--- config.mk ---
export PLATFORM = sky130hd
export DESIGN_NAME = uart_alt_function_control
export DESIGN_NICKNAME = d
export VERILOG_FILES = /design/src/logic/alt_func_pkg.sv /design/src/logic/uart_alt_function_control.sv /design/src/logic/lin_break_timer.sv
export SDC_FILE = /design/constraint.sdc
export NUM_CORES = 1
export LEC_CHECK = 0
export BUFFER_PORTS_ARGS = -buffer_cell sky130_fd_sc_hd__clkbuf_2
export CAP_MARGIN = 20
export CORE_ASPECT_RATIO = 1.25
export CORE_UTILIZATION = 55
export CTS_CLUSTER_DIAMETER = 100
export DETAILED_ROUTE_END_ITERATION = 8
export PLACE_DENSITY_LB_ADDON = 0.25
export SYNTH_ARGS = -nofsm -noshare
export SYNTH_HDL_FRONTEND = slang
export SYNTH_HIERARCHICAL = 1
export SYNTH_SLANG_ARGS = --single-unit
--- constraint.sdc ---
create_clock -name hclk -period 2.3 [get_ports hclk]
set_clock_uncertainty 0.1 [all_clocks]
set_input_delay 0.23 -clock hclk [delete_from_list [all_inputs] [get_ports hclk]]
set_output_delay 0.23 -clock hclk [all_outputs]
set_load 0.01 [all_outputs]
--- src/logic/alt_func_pkg.sv ---
// constants shared by the alternate function control block
package alt_func_pkg;
  // -------------------------------------------------------------------
  // register map
  // -------------------------------------------------------------------
  localparam logic [7:0] irda_control_off = 8'h28;
  localparam logic [7:0] alternate_mode_control_off = 8'h2c;
  localparam logic [7:0] function_select_off = 8'h30;
  localparam logic [31:0] alternate_mode_control_rst = 32'h0000_0000;
  localparam logic [31:0] function_select_rst = 32'h0000_0000;
  localparam logic [31:0] irda_control_rst = 32'h0000_0000;
  localparam logic [31:0] alt_wr_mask = 32'hff00_87cf;
  localparam logic [31:0] fsel_wr_mask = 32'h0000_0003;
  localparam logic [31:0] irda_wr_mask = 32'h0000_0002;
  // -------------------------------------------------------------------
  // field positions
  // -------------------------------------------------------------------
  localparam int addr_match_lsb = 24;
  localparam int addr_detect_bit = 15;
  localparam int auto_dir_bit = 10;
  localparam int auto_addr_bit = 9;
  localparam int multidrop_bit = 8;
  localparam int lin_tx_bit = 7;
  localparam int lin_rx_bit = 6;
  localparam int break_len_lsb = 0;
  localparam int irda_tx_sel_bit = 1;
  // -------------------------------------------------------------------
  // break length offset in bit times
  // -------------------------------------------------------------------
  localparam logic [4:0] break_len_extra = 5'h02;
  // -------------------------------------------------------------------
  // port personality codes
  // -------------------------------------------------------------------
  typedef enum logic [1:0]
  {
    pers_uart = 2'h0,
    pers_lin = 2'h1,
    pers_irda = 2'h2,
    pers_rs485 = 2'h3
  } personality_t;
endpackage

--- src/logic/uart_alt_function_control.sv ---
// serial port personality and alternate mode control with ahb-lite registers
//
// The AHB-Lite register port was decided locally.
`timescale 1ns/100ps
module uart_alt_function_control
(
  // ahb-lite slave
  input wire logic hclk,
  input wire logic hresetn,
  input wire logic hsel,
  input wire logic [7:0] haddr,
  input wire logic [1:0] htrans,
  input wire logic hwrite,
  input wire logic [2:0] hsize,
  input wire logic [31:0] hwdata,
  input wire logic hready,
  output logic [31:0] hrdata,
  output logic hreadyout,
  output logic hresp,
  // bit-time strobe from the baud generator, same clock
  input wire logic bit_tick,
  // line personality
  output alt_func_pkg::personality_t port_personality,
  // rs-485 controls
  output logic [7:0] rs485_addr_match,
  output logic rs485_addr_detect_on,
  output logic rs485_auto_direction,
  output logic rs485_auto_addr_detect,
  output logic rs485_normal_multidrop,
  // lin controls
  output logic lin_rx_enable,
  output logic lin_break_active,
  // irda controls
  output logic irda_tx_enable,
  output logic irda_rx_enable
);
  import alt_func_pkg::*;

  // -------------------------------------------------------------------
  // bus address phase capture
  // -------------------------------------------------------------------
  logic dph_write_r;
  logic [7:0] dph_addr_r;
  logic [31:0] rdata_r;
  logic [31:0] alt_r;
  logic [31:0] fsel_r;
  logic [31:0] irda_r;

  // -------------------------------------------------------------------
  // register decode, shared by the write strobes and the read mux
  // -------------------------------------------------------------------
  typedef enum logic [1:0] {sel_none, sel_irda, sel_alt, sel_fsel} reg_sel_t;

  function automatic reg_sel_t decode_reg(input logic [7:0] addr);
    case (addr)
      irda_control_off: decode_reg = sel_irda;
      alternate_mode_control_off: decode_reg = sel_alt;
      function_select_off: decode_reg = sel_fsel;
      default: decode_reg = sel_none;
    endcase
  endfunction

  // hsize unused: only whole-word transfers are issued
  wire addr_valid = hsel && htrans[1] && hready;
  wire reg_sel_t wr_sel = decode_reg(dph_addr_r);
  wire reg_sel_t rd_sel = decode_reg(haddr);
  wire wr_alt = dph_write_r && (wr_sel == sel_alt);
  wire wr_fsel = dph_write_r && (wr_sel == sel_fsel);
  wire wr_irda = dph_write_r && (wr_sel == sel_irda);
  wire rd_take = addr_valid && !hwrite;

  // -------------------------------------------------------------------
  // personality gating
  // -------------------------------------------------------------------
  wire personality_t pers = personality_t'(fsel_r[1:0]);
  wire is_lin = (pers == pers_lin);
  wire is_irda = (pers == pers_irda);
  wire is_rs485 = (pers == pers_rs485);

  // -------------------------------------------------------------------
  // lin break request and self-clear
  // -------------------------------------------------------------------
  logic brk_busy;
  logic brk_done;
  wire brk_req = alt_r[lin_tx_bit];
  // break waits until lin is selected; a pending request stays visible
  wire brk_start = brk_req && is_lin && !brk_busy && !brk_done;
  // a written zero withdraws a request still waiting for lin
  // software set wins over the hardware clear in the same cycle
  wire brk_bit_nxt = wr_alt ? hwdata[lin_tx_bit] : (brk_done ? 1'b0 : brk_req);

  lin_break_timer u_break
  (
    .hclk(hclk),
    .hresetn(hresetn),
    .start(brk_start),
    .bit_tick(bit_tick),
    .break_length(alt_r[break_len_lsb +: 4]),
    .busy(brk_busy),
    .done(brk_done)
  );

  // -------------------------------------------------------------------
  // register next values and read mux
  // -------------------------------------------------------------------
  wire [31:0] alt_sw = wr_alt ? (hwdata & alt_wr_mask) : alt_r;
  wire [31:0] alt_nxt = {alt_sw[31:lin_tx_bit + 1], brk_bit_nxt, alt_sw[lin_tx_bit - 1:0]};
  wire [31:0] fsel_nxt = wr_fsel ? (hwdata & fsel_wr_mask) : fsel_r;
  wire [31:0] irda_nxt = wr_irda ? (hwdata & irda_wr_mask) : irda_r;
  // reserved bits are held at zero by the write masks
  wire [31:0] rd_mux = (rd_sel == sel_alt) ? alt_nxt :
                       (rd_sel == sel_fsel) ? fsel_nxt :
                       (rd_sel == sel_irda) ? irda_nxt : 32'h0000_0000;
  wire [31:0] rdata_nxt = rd_take ? rd_mux : rdata_r;

  always_ff @(posedge hclk or negedge hresetn)
  begin
    if (!hresetn)
    begin
      dph_write_r <= 1'b0;
      dph_addr_r <= 8'h00;
      rdata_r <= 32'h0000_0000;
    end
    else
    begin
      dph_write_r <= addr_valid && hwrite;
      dph_addr_r <= haddr;
      // read data captured at the address phase, shown in the data phase
      rdata_r <= rdata_nxt;
    end
  end

  always_ff @(posedge hclk or negedge hresetn)
  begin
    if (!hresetn)
      alt_r <= alternate_mode_control_rst;
    else
      alt_r <= alt_nxt;
  end

  always_ff @(posedge hclk or negedge hresetn)
  begin
    if (!hresetn)
      fsel_r <= function_select_rst;
    else
      fsel_r <= fsel_nxt;
  end

  always_ff @(posedge hclk or negedge hresetn)
  begin
    if (!hresetn)
      irda_r <= irda_control_rst;
    else
      irda_r <= irda_nxt;
  end

  // -------------------------------------------------------------------
  // bus answer: zero wait states, always okay
  // -------------------------------------------------------------------
  assign hrdata = rdata_r;
  assign hreadyout = 1'b1;
  assign hresp = 1'b0;

  // -------------------------------------------------------------------
  // line controls
  // -------------------------------------------------------------------
  wire [3:0] rs485_raw = {alt_r[addr_detect_bit], alt_r[auto_dir_bit],
    alt_r[auto_addr_bit], alt_r[multidrop_bit]};
  wire [3:0] rs485_nxt;
  wire lin_rx_nxt = is_lin && alt_r[lin_rx_bit];
  wire irda_tx_nxt = is_irda && irda_r[irda_tx_sel_bit];
  wire irda_rx_nxt = is_irda && !irda_r[irda_tx_sel_bit];

  // the four rs-485 enables are dropped unless rs-485 is the personality; rs485_addr_match is not gated
  genvar g;
  generate
    for (g = 0; g < 4; g++)
    begin : g_rs485
      assign rs485_nxt[g] = is_rs485 && rs485_raw[g];
    end
  endgenerate

  // -------------------------------------------------------------------
  // output registers: the line sees a setting one cycle after it lands
  // -------------------------------------------------------------------
  personality_t pers_out_r;
  logic [7:0] match_out_r;
  logic [3:0] rs485_out_r;
  logic lin_rx_out_r;
  logic irda_tx_out_r;
  logic irda_rx_out_r;

  always_ff @(posedge hclk or negedge hresetn)
  begin
    if (!hresetn)
    begin
      pers_out_r <= personality_t'(function_select_rst[1:0]);
      match_out_r <= alternate_mode_control_rst[addr_match_lsb +: 8];
      rs485_out_r <= 4'h0;
      lin_rx_out_r <= 1'b0;
      irda_tx_out_r <= 1'b0;
      irda_rx_out_r <= 1'b0;
    end
    else
    begin
      pers_out_r <= pers;
      match_out_r <= alt_r[addr_match_lsb +: 8];
      rs485_out_r <= rs485_nxt;
      lin_rx_out_r <= lin_rx_nxt;
      irda_tx_out_r <= irda_tx_nxt;
      irda_rx_out_r <= irda_rx_nxt;
    end
  end

  assign port_personality = pers_out_r;
  assign rs485_addr_match = match_out_r;
  assign rs485_addr_detect_on = rs485_out_r[3];
  assign rs485_auto_direction = rs485_out_r[2];
  // both modes set together is a software fault; passed through unchanged
  assign rs485_auto_addr_detect = rs485_out_r[1];
  assign rs485_normal_multidrop = rs485_out_r[0];
  assign lin_rx_enable = lin_rx_out_r;
  assign lin_break_active = brk_busy;
  assign irda_tx_enable = irda_tx_out_r;
  assign irda_rx_enable = irda_rx_out_r;
endmodule // uart_alt_function_control

--- src/logic/lin_break_timer.sv ---
// counts bit times of a lin break field
`timescale 1ns/100ps
module lin_break_timer
(
  // clock and reset
  input wire logic hclk,
  input wire logic hresetn,
  // control
  input wire logic start,
  input wire logic bit_tick,
  input wire logic [3:0] break_length,
  // status
  output logic busy,
  output logic done
);
  import alt_func_pkg::*;

  typedef enum logic {st_idle, st_run} brk_state_t;

  brk_state_t state_r;
  logic [4:0] count_r;
  logic [4:0] target_r;
  logic done_r;
  wire last_tick = (state_r == st_run) && bit_tick && (count_r == target_r - 5'h01);

  always_ff @(posedge hclk or negedge hresetn)
  begin
    if (!hresetn)
    begin
      state_r <= st_idle;
      count_r <= 5'h00;
      target_r <= 5'h00;
      done_r <= 1'b0;
    end
    else
    begin
      done_r <= last_tick;
      case (state_r)
        st_idle:
        begin
          count_r <= 5'h00;
          if (start)
          begin
            // length latched so a mid-break write cannot stretch it
            target_r <= {1'b0, break_length} + break_len_extra;
            state_r <= st_run;
          end
        end
        st_run:
        begin
          if (last_tick)
            state_r <= st_idle;
          else if (bit_tick)
            count_r <= count_r + 5'h01;
        end
        default: state_r <= st_idle;
      endcase
    end
  end

  assign busy = (state_r == st_run);
  assign done = done_r;
endmodule // lin_break_timer

==> results of run 1 <==
cell type report:
type,instances,share of cell area (%)
Inverter,23,1.09
Sequential cell,166,52.5
Clock inverter,7,1.15
Clock buffer,25,6.51
Multi-Input combinational cell,274,25.7
Tap cell,135,2.13
Timing Repair Buffer,126,10.9
cell usage in the layout, fill, tap and decap left out, types with 3 or more instances in the layout:
master / n
dfrtp_1: 166
clkbuf_2: 81
and2_1: 76
dlygate4sd3_1: 27
nor2_1: 24
inv_1: 23
mux2i_1: 21
a221oi_1: 18
o21ai_0: 18
clkbuf_16: 17
a211oi_2: 15
a32oi_1: 14
a22oi_1: 14
buf_4: 13
nand2_1: 8
clkbuf_8: 6
mux2_2: 5
xnor2_1: 5
nand3_1: 4
and3_1: 4
nand2b_1: 4
buf_12: 4
nor2b_1: 3
and4_1: 3
a211oi_1: 3
clkinv_2: 3
ha_1: 3
metal layers:
metal / up-vias / GRT usage (%) / wire (um)
met1: 2136 / 29.8 / 5650
met2: 95 / 44.3 / 7270
met3: 22 / 5.07 / 467
li1: 1946 / - / -
met5: - / 0 / 0
met4: 0 / 9.33 / 246
per-stage QoR:
stage / setup WS, ns / hold WS (ns) / total power (W)
after global placement: 0.234 / 0.151 / 0.00408
after global routing: 0.0205 / 0.0299 / 0.00724
after floorplan: 0.501 / -0.166 / 0.00382
final: 0.0661 / 0.0262 / 0.00696
after detailed placement: 0.179 / 0.166 / 0.00412
after CTS: 0.0424 / 0.0159 / 0.00699
cells in the mapped netlist (3+ instances only):
| library cell | count | area, sq um |
|---|---|---|
| dfrtp_1 | 166 | 4150 |
| and2_1 | 76 | 475 |
| nor2_1 | 24 | 90.1 |
| inv_1 | 23 | 86.3 |
| mux2i_1 | 21 | 210 |
| a221oi_1 | 18 | 158 |
| o21ai_0 | 18 | 90.1 |
| a211oi_2 | 15 | 188 |
| a22oi_1 | 14 | 105 |
| a32oi_1 | 14 | 123 |
| clkbuf_1 | 12 | 45.0 |
| buf_2 | 10 | 50.1 |
| nand2_1 | 8 | 30.0 |
| mux2_2 | 5 | 56.3 |
| xnor2_1 | 5 | 43.8 |
| and3_1 | 4 | 25.0 |
| buf_4 | 4 | 30.0 |
| nand2b_1 | 4 | 25.0 |
| nand3_1 | 4 | 20.0 |
| a211oi_1 | 3 | 22.5 |
| and4_1 | 3 | 26.3 |
| ha_1 | 3 | 37.5 |
| nor2b_1 | 3 | 18.8 |
path summary, 6_finish.rpt:
check                                   startpoint                               to  depth (start not counted)
setup / recovery                          haddr[1]            hrdata[9]$_DFFE_PN0P_                          8
hold / removal                           hwdata[1]               alt_r[1]$_DFF_PN0_                          3
setup reg to reg           dph_addr_r[5]$_DFF_PN0_            hrdata[0]$_DFFE_PN0P_                          6
hold reg to reg                alt_r[28]$_DFF_PN0_    rs485_addr_match[4]$_DFF_PN0_                          0
max in group asynchronous                  hresetn  u_break/target_r[4]$_DFFE_PN0P_                          3
min in group asynchronous                  hresetn   u_break/count_r[4]$_DFFE_PN0P_                          2
kinds of logic (layout without fill, tap and decap cells):
logic type,after synthesis,in the layout,share of synthesized area [%]
multiplexers,26,26,4.15
other,2,2,0.117
XOR/XNOR,7,7,0.956
flip-flops,166,166,64.8
buffers and inverters,52,181,3.71
AO/OA/AOI/OAI,90,90,11.8
adder cells (fa/ha/maj),3,3,0.585
AND/OR/NAND/NOR,146,146,13.9
what timing repair did:
item                                    in CTS  in global routing
endpoints found under the setup margin       0                 23
hold endpoints to repair                    91                  0
hold buffers                                27                  0
setup buffers                                0                  0
gates resized for setup                      0                  1
flip-flops by register name, summed over array words and instances (netlist names):
signal	flops
rs485_out_r	4
dph_write_r	1
irda_rx_enable	1
fsel_r	32
lin_rx_enable	1
port_personality	2
u_break/target_r	5
u_break/busy	1
rs485_addr_match	8
irda_tx_enable	1
hrdata	32
u_break/count_r	5
dph_addr_r	8
alt_r	32
irda_r	32
u_break/done	1
worst register-to-register path, cell delays in order (launching register included):
cell	delay [ns]
dfrtp_1	0.35
and4bb_2	0.25
nand4b_1	0.10
buf_4	0.33
mux2_2	0.41
a221oi_1	0.32
a211oi_1	0.09
power groups by stage:
stage	Sequential [W]	Combinational [W]	Clock [W]
6_report	0.00325	0.000854	0.00285
5_1_grt	0.00328	0.000954	0.00300
4_1_cts	0.00325	0.000857	0.00288
3_5_place_dp	0.00330	0.000815	0
3_3_place_gp	0.00329	0.000786	0
2_1_floorplan	0.00329	0.000526	0
==> run_results.csv, run 1 <==
group,metric,value,unit
clock_network,root_buffer,"clkbuf_16",
clock_network,cts.sinks,166,
setup_path,path_buf_inv,3,
timing,tns,0,ns
timing,setup_violations,0,
clock_network,cts.clk_slew.worst_paths,0.06,ns
power_and_ir_drop,p_sw,0.00169,W
setup_path,path_max_fanout,30,
die,die_y,123,um
setup_path,path_delay_family,"simple AND/OR/NAND/NOR gates",
setup_path,crit_path_start_kind,"primary input",
timing,drv_slew,0,
detailed_routing,wl_per_cell,18.0,um
place,place_inst,697,
logic_synthesis,synth.cell_area,6410,sq um
global_route,grt_antenna_before_repair,0,
power_and_ir_drop,clkPwrFrac,41.0,%
cells_and_area,drive_above_1_share,25.9,%
global_route,grt-ovfl-total,0,
clock_network,htreeDepth,4,
place,place_congestion,0.744,
cells_and_area,diodes,0,
job,max_cap_violations,0,
power_and_ir_drop,switching_share,24.3,%
power_and_ir_drop,peakVddDrop,495,uV
cells_and_area,fin_cells,756,
logic_synthesis,postSynthAreaPerCell,13.0,sq um
die,initial_utilization,57.0,%
setup_path,crit_required,2.53,ns
cells_and_area,multi_input_area,2030,sq um
logic_synthesis,synth-main-ff-cell,"dfrtp_1",
setup_path,cp_slowest_stage_delay,0.57,ns
cells_and_area,fill_cells,761,
place,numPortBuffers,82,
global_route,grt_pass1_vias,4565,
detailed_routing,drtPass1Iterations,4,
status,status,"finished clean",
logic_synthesis,synth_edf_count,0,
timing,fin_crit,2.23,ns
place,hpwl,8230,um
timing,rsz0062_at_grt,"false",
logic_synthesis,yosysUniqueCellTypes,49,
setup_path,arrival,2.46,ns
power_and_ir_drop,powerDensity,879,nW/um^2
setup_path,slowest_stage,"or4b_4",
timing,hold_viol,0,
global_route,grt_pass1_wl,22700,um
setup_path,crit_path_end_kind,"register",
detailed_routing,dr_total_vias,4199,
timing,fmax,448,MHz
timing,maxSlewHeadroom,58.3,%
power_and_ir_drop,combPwrFrac,12.3,%
detailed_routing,ant_nets,0,
logic_synthesis,syn-num-nets,546,
clock_network,numCtsBuffers,17,
timing,finalCritPeriodShare,97.1,%
cells_and_area,layout.nets,662,
hold_path,hold_path_class,"primary input to register",
setup_path,cp_cell_sequence,"dlygate4sd3_1 -> clkbuf_2 -> or4b_4 -> nor4_4 -> and2_2 -> buf_12 -> a221oi_1 -> a211oi_2",
die,num_rows,43,
global_route,grt_max_degree,68,
cells_and_area,utilization,70.4,%
cells_and_area,syn_to_final_growth,23.3,%
die,core,11200,sq um
clock_network,clock_latency,0.42,ns
detailed_routing,drc_errors,0,
timing,tightest_slew,0.626,ns
setup_path,timing.reg2reg.setup_slack,0.22,ns
cells_and_area,regArea,4150,sq um
logic_synthesis,synth_warnings,6,
detailed_routing,viasPerCell,5.55,
power_and_ir_drop,seqPwrFrac,46.8,%
place,dpl-instance-area,7030,sq um
global_route,grt.total_usage,24.8,%
power_and_ir_drop,leakagePower,4.02,nW
cells_and_area,final_cell_area,7910,sq um
logic_synthesis,synth_cells,492,
detailed_routing,drtIter0Drc,249,
clock_network,clk_path_buf_depth,2,
logic_synthesis,async_reset_ff_share,100,%
power_and_ir_drop,cell_internal_pwr,0.00527,W
die,die_w,98.6,um
setup_path,path_class,"primary input to register",
logic_synthesis,synth_seq_area_share,64.8,%
clock_network,cts_tree,"yes",
logic_synthesis,synth_seq_cells,166,
die,die_area,12100,sq um
die,pin_count,103,
detailed_routing,drt_wl_total,13600,um
(Power assumes the default switching activity.)
==> inputs of run 2 (changes only) <==
- RECOVER_POWER: default -> 50
==> run_results.csv, run 2 (synthesis gave the netlist of run 1 again) <==
group,metric,value,unit
status,status,"finished with violations",
status,violations,"max-capacitance violations, max-slew violations",
global_route,grt-ovfl-total,0,
setup_path,crit_required,2.53,ns
setup_path,path_buf_inv,3,
detailed_routing,wl_per_cell,18.1,um
power_and_ir_drop,peakVddDrop,494,uV
timing,rsz0062_at_grt,"false",
hold_path,min_from,"hwdata[1]",
cells_and_area,diodes,0,
power_and_ir_drop,p_sw,0.00169,W
timing,maxSlewHeadroom,-12.8,%
timing,tns,0,ns
power_and_ir_drop,switching_share,24.4,%
timing,drv_slew,66,
detailed_routing,drtPass1Iterations,5,
cells_and_area,layout.nets,662,
clock_network,cts.clk_slew.worst_paths,0.06,ns
setup_path,crit_path_start_kind,"primary input",
clock_network,cts.sinks,166,
clock_network,htreeDepth,4,
clock_network,numCtsBuffers,17,
clock_network,clock_latency,0.42,ns
die,pin_count,103,
detailed_routing,viasPerCell,5.58,
power_and_ir_drop,cell_internal_pwr,0.00525,W
timing,fmax,447,MHz
setup_path,r2r-end,"hrdata[0]$_DFFE_PN0P_",
die,core,11200,sq um
setup_path,arrival,2.46,ns
cells_and_area,drive_above_1_share,16.9,%
die,die_y,123,um
timing,fin_crit,2.23,ns
cells_and_area,utilization,69.7,%
die,num_rows,43,
setup_path,path_max_fanout,30,
global_route,grt_pass1_vias,4565,
place,place_congestion,0.744,
die,die_w,98.6,um
job,max_cap_violations,1,
global_route,grt_max_degree,68,
detailed_routing,ant_nets,0,
power_and_ir_drop,clkPwrFrac,41.1,%
global_route,grt.total_usage,24.8,%
timing,finalCritPeriodShare,97.2,%
clock_network,root_buffer,"clkbuf_16",
die,initial_utilization,57.0,%
setup_path,worstReg2RegStart,"dph_addr_r[5]$_DFF_PN0_",
timing,tightest_slew,1.69,ns
setup_path,timing.reg2reg.setup_slack,0.22,ns
setup_path,ff2ff_path_depth,6,
detailed_routing,drt_wl_total,13700,um
hold_path,hold-path-endpoint,"alt_r[1]$_DFF_PN0_",
place,hpwl,8230,um
power_and_ir_drop,combPwrFrac,12.0,%
clock_network,cts_tree,"yes",
timing,setup_violations,0,
cells_and_area,syn_to_final_growth,22.2,%
global_route,grt_pass1_wl,22700,um
power_and_ir_drop,powerDensity,885,nW/um^2
timing,hold_viol,0,
power_and_ir_drop,seqPwrFrac,46.9,%
detailed_routing,drtIter0Drc,271,
cells_and_area,layout.cells.most_common,"dfrtp_1",
setup_path,slowest_stage,"or4b_4",
setup_path,path_class,"primary input to register",
cells_and_area,final_cell_mix,"166 x dfrtp_1, 76 x and2_1, 58 x clkbuf_1",
setup_path,cp_cell_sequence,"dlygate4sd3_1 -> clkbuf_1 -> or4b_4 -> nor4_4 -> and2_2 -> buf_12 -> a221oi_1 -> a211oi_2",
clock_network,clk_path_buf_depth,2,
hold_path,hold_path_class,"primary input to register",
hold_path,min_path_cells,3,
power_and_ir_drop,leakagePower,3.84,nW
setup_path,crit_path_end_kind,"register",
setup_path,cp_slowest_stage_delay,0.58,ns
detailed_routing,dr_total_vias,4218,
global_route,grt_antenna_before_repair,0,
die,die_area,12100,sq um
clock_network,post_cts_buffers,0,
place,numPortBuffers,82,
detailed_routing,drc_errors,0,
setup_path,path_delay_family,"simple AND/OR/NAND/NOR gates",
cells_and_area,fill_cells,794,
## run 2: worst reg2reg max path, stage by stage, from the launching register on
cell,delay [ns]
dfrtp_1,0.35
and4bb_2,0.25
nand4b_1,0.10
buf_4,0.34
mux2_2,0.40
a221oi_1,0.32
a211oi_1,0.09
## run 2: routing by layer
layer | wire [um] | share of wire, % | vias to the layer above | GRT usage [%]
li1 | - | - | 1945 | -
met1 | 5660 | 41 | 2149 | 29.8
met2 | 7290 | 53 | 102 | 44.3
met3 | 530 | 3.9 | 22 | 5.07
met4 | 189 | 1.4 | 0 | 9.33
met5 | 0 | 0 | - | 0
## run 2: power by group through the flow
stage	registers [W]	clock network (W)	logic, W
after floorplan	0.00329	0	0.000526
after global placement	0.00329	0	0.000786
after detailed placement	0.00330	0	0.000815
after CTS	0.00325	0.00288	0.000857
after global routing	0.00328	0.00300	0.000932
final	0.00325	0.00285	0.000832
## run 2: how the worst max path moves through the flow
stage,start,to,slack [ns],cells after the start
after floorplan,haddr[1],hrdata[25]$_DFFE_PN0P_,0.50,6
final,haddr[1],hrdata[9]$_DFFE_PN0P_,0.07,8
after global placement,haddr[1],hrdata[12]$_DFFE_PN0P_,0.23,6
after detailed placement,haddr[1],hrdata[12]$_DFFE_PN0P_,0.18,6
after global routing,haddr[1],hrdata[9]$_DFFE_PN0P_,0.01,8
after CTS,haddr[1],hrdata[12]$_DFFE_PN0P_,0.04,7
## run 2: repair_timing
item                                   4_1_cts  5_1_grt
endpoints found under the hold margin       91        0
setup endpoints to repair                    0       23
hold buffers                                27        0
resized for setup                            0        1
## run 2: per-stage QoR
| step | power, W | worst slack [ns] | hold WS [ns] | cell area (sq um) | cells |
|---|---|---|---|---|---|
| finish | 0.00694 | 0.0653 | 0.0243 | 7840 | 756 |
| global route | 0.00721 | 0.0131 | 0.0299 | 7840 | 756 |
| CTS | 0.00699 | 0.0424 | 0.0159 | 7900 | 756 |
| detailed placement | 0.00412 | 0.179 | 0.166 | 7030 | 697 |
| global placement | 0.00408 | 0.234 | 0.151 | 7030 | 697 |
| floorplan | 0.00382 | 0.501 | -0.166 | 6410 | 492 |
## run 2: final cells by class
cell class | instances | area (sq um) | share of cell area (%)
tap | 135 | 169 | 2.16
sequential | 166 | 4150 | 53.0
timing repair buffer | 126 | 788 | 10.1
clock buffer | 25 | 515 | 6.58
clock inverter | 7 | 91.3 | 1.17
inverter | 23 | 86.3 | 1.10
multi-input combinational | 274 | 2030 | 25.9
==> inputs of run 3 (changes only) <==
- ABC_AREA: default -> 1
- PLACE_DENSITY: default -> 0.77
- PLACE_DENSITY_LB_ADDON: 0.25 -> default
==> run_results.csv, run 3 <==
group,metric,value,unit
timing,hold_slack,0.0366,ns
global_route,grt.total_usage,24.6,%
setup_path,timing.reg2reg.setup_slack,0.29,ns
global_route,grt-ovfl-total,0,
die,pin_count,103,
setup_path,r2r-end,"hrdata[11]$_DFFE_PN0P_",
setup_path,cp_cell_sequence,"dlygate4sd3_1 -> clkbuf_1 -> nand2_1 -> nor2_2 -> nand3_2 -> nor2_4 -> buf_4 -> inv_2 -> o21ai_0 -> nor2_1 -> nor2_1",
die,core,12700,sq um
power_and_ir_drop,switching_share,23.9,%
clock_network,ctsResizeCount,0,
detailed_routing,drtIter0Drc,384,
global_route,grt_antenna_before_repair,0,
cells_and_area,layout.cells.most_common,"nand2_1",
timing,fmax,469,MHz
cells_and_area,diodes,0,
logic_synthesis,async_reset_ff_share,100,%
timing,maxSlewHeadroom,-4.24,%
job,max_cap_violations,1,
clock_network,root_buffer,"clkbuf_16",
logic_synthesis,postSynthAreaPerCell,8.75,sq um
global_route,met3_usage,4.83,%
timing,hold_viol,0,
logic_synthesis,syn-num-nets,866,
cells_and_area,final_cell_area,8400,sq um
die,initial_utilization,56.1,%
setup_path,slowest_stage,"dlygate4sd3_1",
logic_synthesis,yosysMostFrequentCell,"nand2_1",
global_route,use_met1,29.3,%
cells_and_area,layout.nets,966,
timing,drv_slew,59,
power_and_ir_drop,seqPwrFrac,48.1,%
logic_synthesis,synth_cells,812,
setup_path,arrival,2.39,ns
logic_synthesis,synth_top_area_share,58.4,%
clock_network,clock_latency,0.42,ns
global_route,grt_max_degree,61,
clock_network,post_cts_buffers,0,
timing,fin_crit,2.13,ns
timing,tightest_slew,1.56,ns
setup_path,worstReg2RegStart,"dph_addr_r[7]$_DFF_PN0_",
place,numPortBuffers,82,
clock_network,cts_tree,"yes",
die,die_y,129,um
die,num_rows,46,
place,dp_slack,0.320,ns
power_and_ir_drop,combPwrFrac,8.2,%
place,place_congestion,0.804,
cells_and_area,syn_to_final_growth,18.2,%
clock_network,numCtsBuffers,17,
logic_synthesis,synth_seq_area_share,58.4,%
power_and_ir_drop,leakagePower,4.77,nW
detailed_routing,wl_per_cell,14.1,um
hold_path,hold-path-endpoint,"alt_r[28]$_DFF_PN0_",
global_route,grtUsageMet2,43.9,%
logic_synthesis,synth_warnings,6,
die,die_w,104,um
logic_synthesis,synth_common_cells,"220 x nand2_1, 166 x dfrtp_1, 129 x inv_1",
detailed_routing,viasPerCell,4.98,
setup_path,cp_slowest_stage_delay,0.56,ns
clock_network,cts.sinks,166,
hold_path,min_path_cells,4,
cells_and_area,fill_cells,1025,
setup_path,crit_required,2.56,ns
global_route,grt_pass1_vias,5406,
power_and_ir_drop,finalPower,0.00651,W
timing,finalCritPeriodShare,92.6,%
setup_path,path_class,"primary input to register",
global_route,busiest_layer,"met2",
hold_path,hold_path_class,"primary input to register",
clock_network,cts.clk_slew.worst_paths,0.06,ns
detailed_routing,drt_wl_total,15400,um
setup_path,ff2ff_path_depth,8,
status,violations,"max-capacitance violations, max-slew violations",
detailed_routing,ant_nets,0,
logic_synthesis,yosysTopAreaCell,"dfrtp_1",
clock_network,htreeDepth,4,
hold_path,min_from,"hwdata[28]",
detailed_routing,drc_errors,0,
status,status,"finished with violations",
timing,setup_slack,0.170,ns
power_and_ir_drop,powerDensity,775,nW/um^2
setup_path,crit_path_start_kind,"primary input",
timing,setup_violations,0,
detailed_routing,drtPass1Iterations,5,
power_and_ir_drop,peakVddDrop,381,uV
logic_synthesis,synth.cell_area,7110,sq um
place,hpwl,9710,um
power_and_ir_drop,cell_internal_pwr,0.00495,W
timing,tns,0,ns
setup_path,crit_path_end_kind,"register",
logic_synthesis,yosysUniqueCellTypes,31,
cells_and_area,final_cell_mix,"220 x nand2_1, 166 x dfrtp_1, 129 x inv_1",
logic_synthesis,synth_edf_count,0,
place,dpl-instance-area,7660,sq um
cells_and_area,drive_above_1_share,16.0,%
logic_synthesis,synth-main-ff-cell,"dfrtp_1",
power_and_ir_drop,clkPwrFrac,43.8,%
global_route,grt_pass1_wl,25700,um
detailed_routing,dr_total_vias,5441,
logic_synthesis,synthTopCellsByArea,"dfrtp_1 58%, nand2_1 12%, nand3_1 7.0%",
power_and_ir_drop,p_sw,0.00155,W
setup_path,path_max_fanout,21,
logic_synthesis,synth_seq_cells,166,
setup_path,timing.critical_path.mode_cell,"nor2_1",
timing,rsz0062_at_grt,"false",
die,die_area,13400,sq um
clock_network,clk_path_buf_depth,2,
run 3: cell types whose count changed after synthesis, sizes merged, moves of 6 or more:
cell	change
and2	-63
inv	+113
clkbuf	-6
a22oi	-14
a211oi	-18
nand3	+99
a32oi	-14
mux2i	-21
a221oi	-18
nand2	+215
buf	+6
nor2	+68
run 3: kinds of logic after synthesis:
group,share of synthesized area (%)
AOI/OAI and AO/OA,1.87
xor gates and xnor gates,0.986
adders and majority gates,0.528
buffers and inverters,9.98
DFF,58.4
other,0.106
and+or+nand+nor,28.1
run 3: per-layer routing:
layer  wire length [um]  part of all wire (%)
met5                  0                     0
met4                335                   2.2
met3                638                   4.1
met2               7910                    51
met1               6500                    42
run 3: worst max-delay path by stage:
stage	from	end
floorplan	u_break/target_r[0]$_DFFE_PN0P_	u_break/count_r[2]$_DFFE_PN0P_
global placement	dph_addr_r[7]$_DFF_PN0_	hrdata[11]$_DFFE_PN0P_
finish	haddr[5]	hrdata[11]$_DFFE_PN0P_
detailed placement	dph_addr_r[7]$_DFF_PN0_	hrdata[11]$_DFFE_PN0P_
global route	hresetn	alt_r[28]$_DFF_PN0_
CTS	dph_addr_r[7]$_DFF_PN0_	hrdata[11]$_DFFE_PN0P_
run 3: power groups by stage:
| stage | clock (W) | sequential (W) | combinational [W] |
|---|---|---|---|
| 2_1_floorplan | 0 | 0.00317 | 0.000296 |
| 3_3_place_gp | 0 | 0.00317 | 0.000491 |
| 3_5_place_dp | 0 | 0.00318 | 0.000510 |
| 4_1_cts | 0.00289 | 0.00313 | 0.000535 |
| 5_1_grt | 0.00301 | 0.00314 | 0.000594 |
| 6_report | 0.00285 | 0.00313 | 0.000532 |
run 3: what timing repair did:
action                                  4_1_cts  5_1_grt
endpoints found under the setup margin        0        0
endpoints found under the hold margin        70        0
hold buffers                                 16        0
run 3: cell type report:
type                            count  area [sq um]  area share, %
Sequential cell                   166          4150           49.4
Multi-Input combinational cell    481          2250           26.8
Timing Repair Buffer              110           671           7.98
Inverter                          136           510           6.08
Clock buffer                       22           484           5.76
Tap cell                          168           210           2.50
Clock inverter                     10           121           1.44
run 3: worst max-delay path: cells and delay by family:
family          cells  cell delay [ns]
simple gates        6             0.64
buf+inv             4             1.29
compound gates      1             0.20
run 3: stage by stage:
stage	util [%]	std cells
CTS	66.5	1093
floorplan	-	812
global route	66.3	1093
global placement	60.5	1045
finish	66.3	1093
detailed placement	60.5	1045
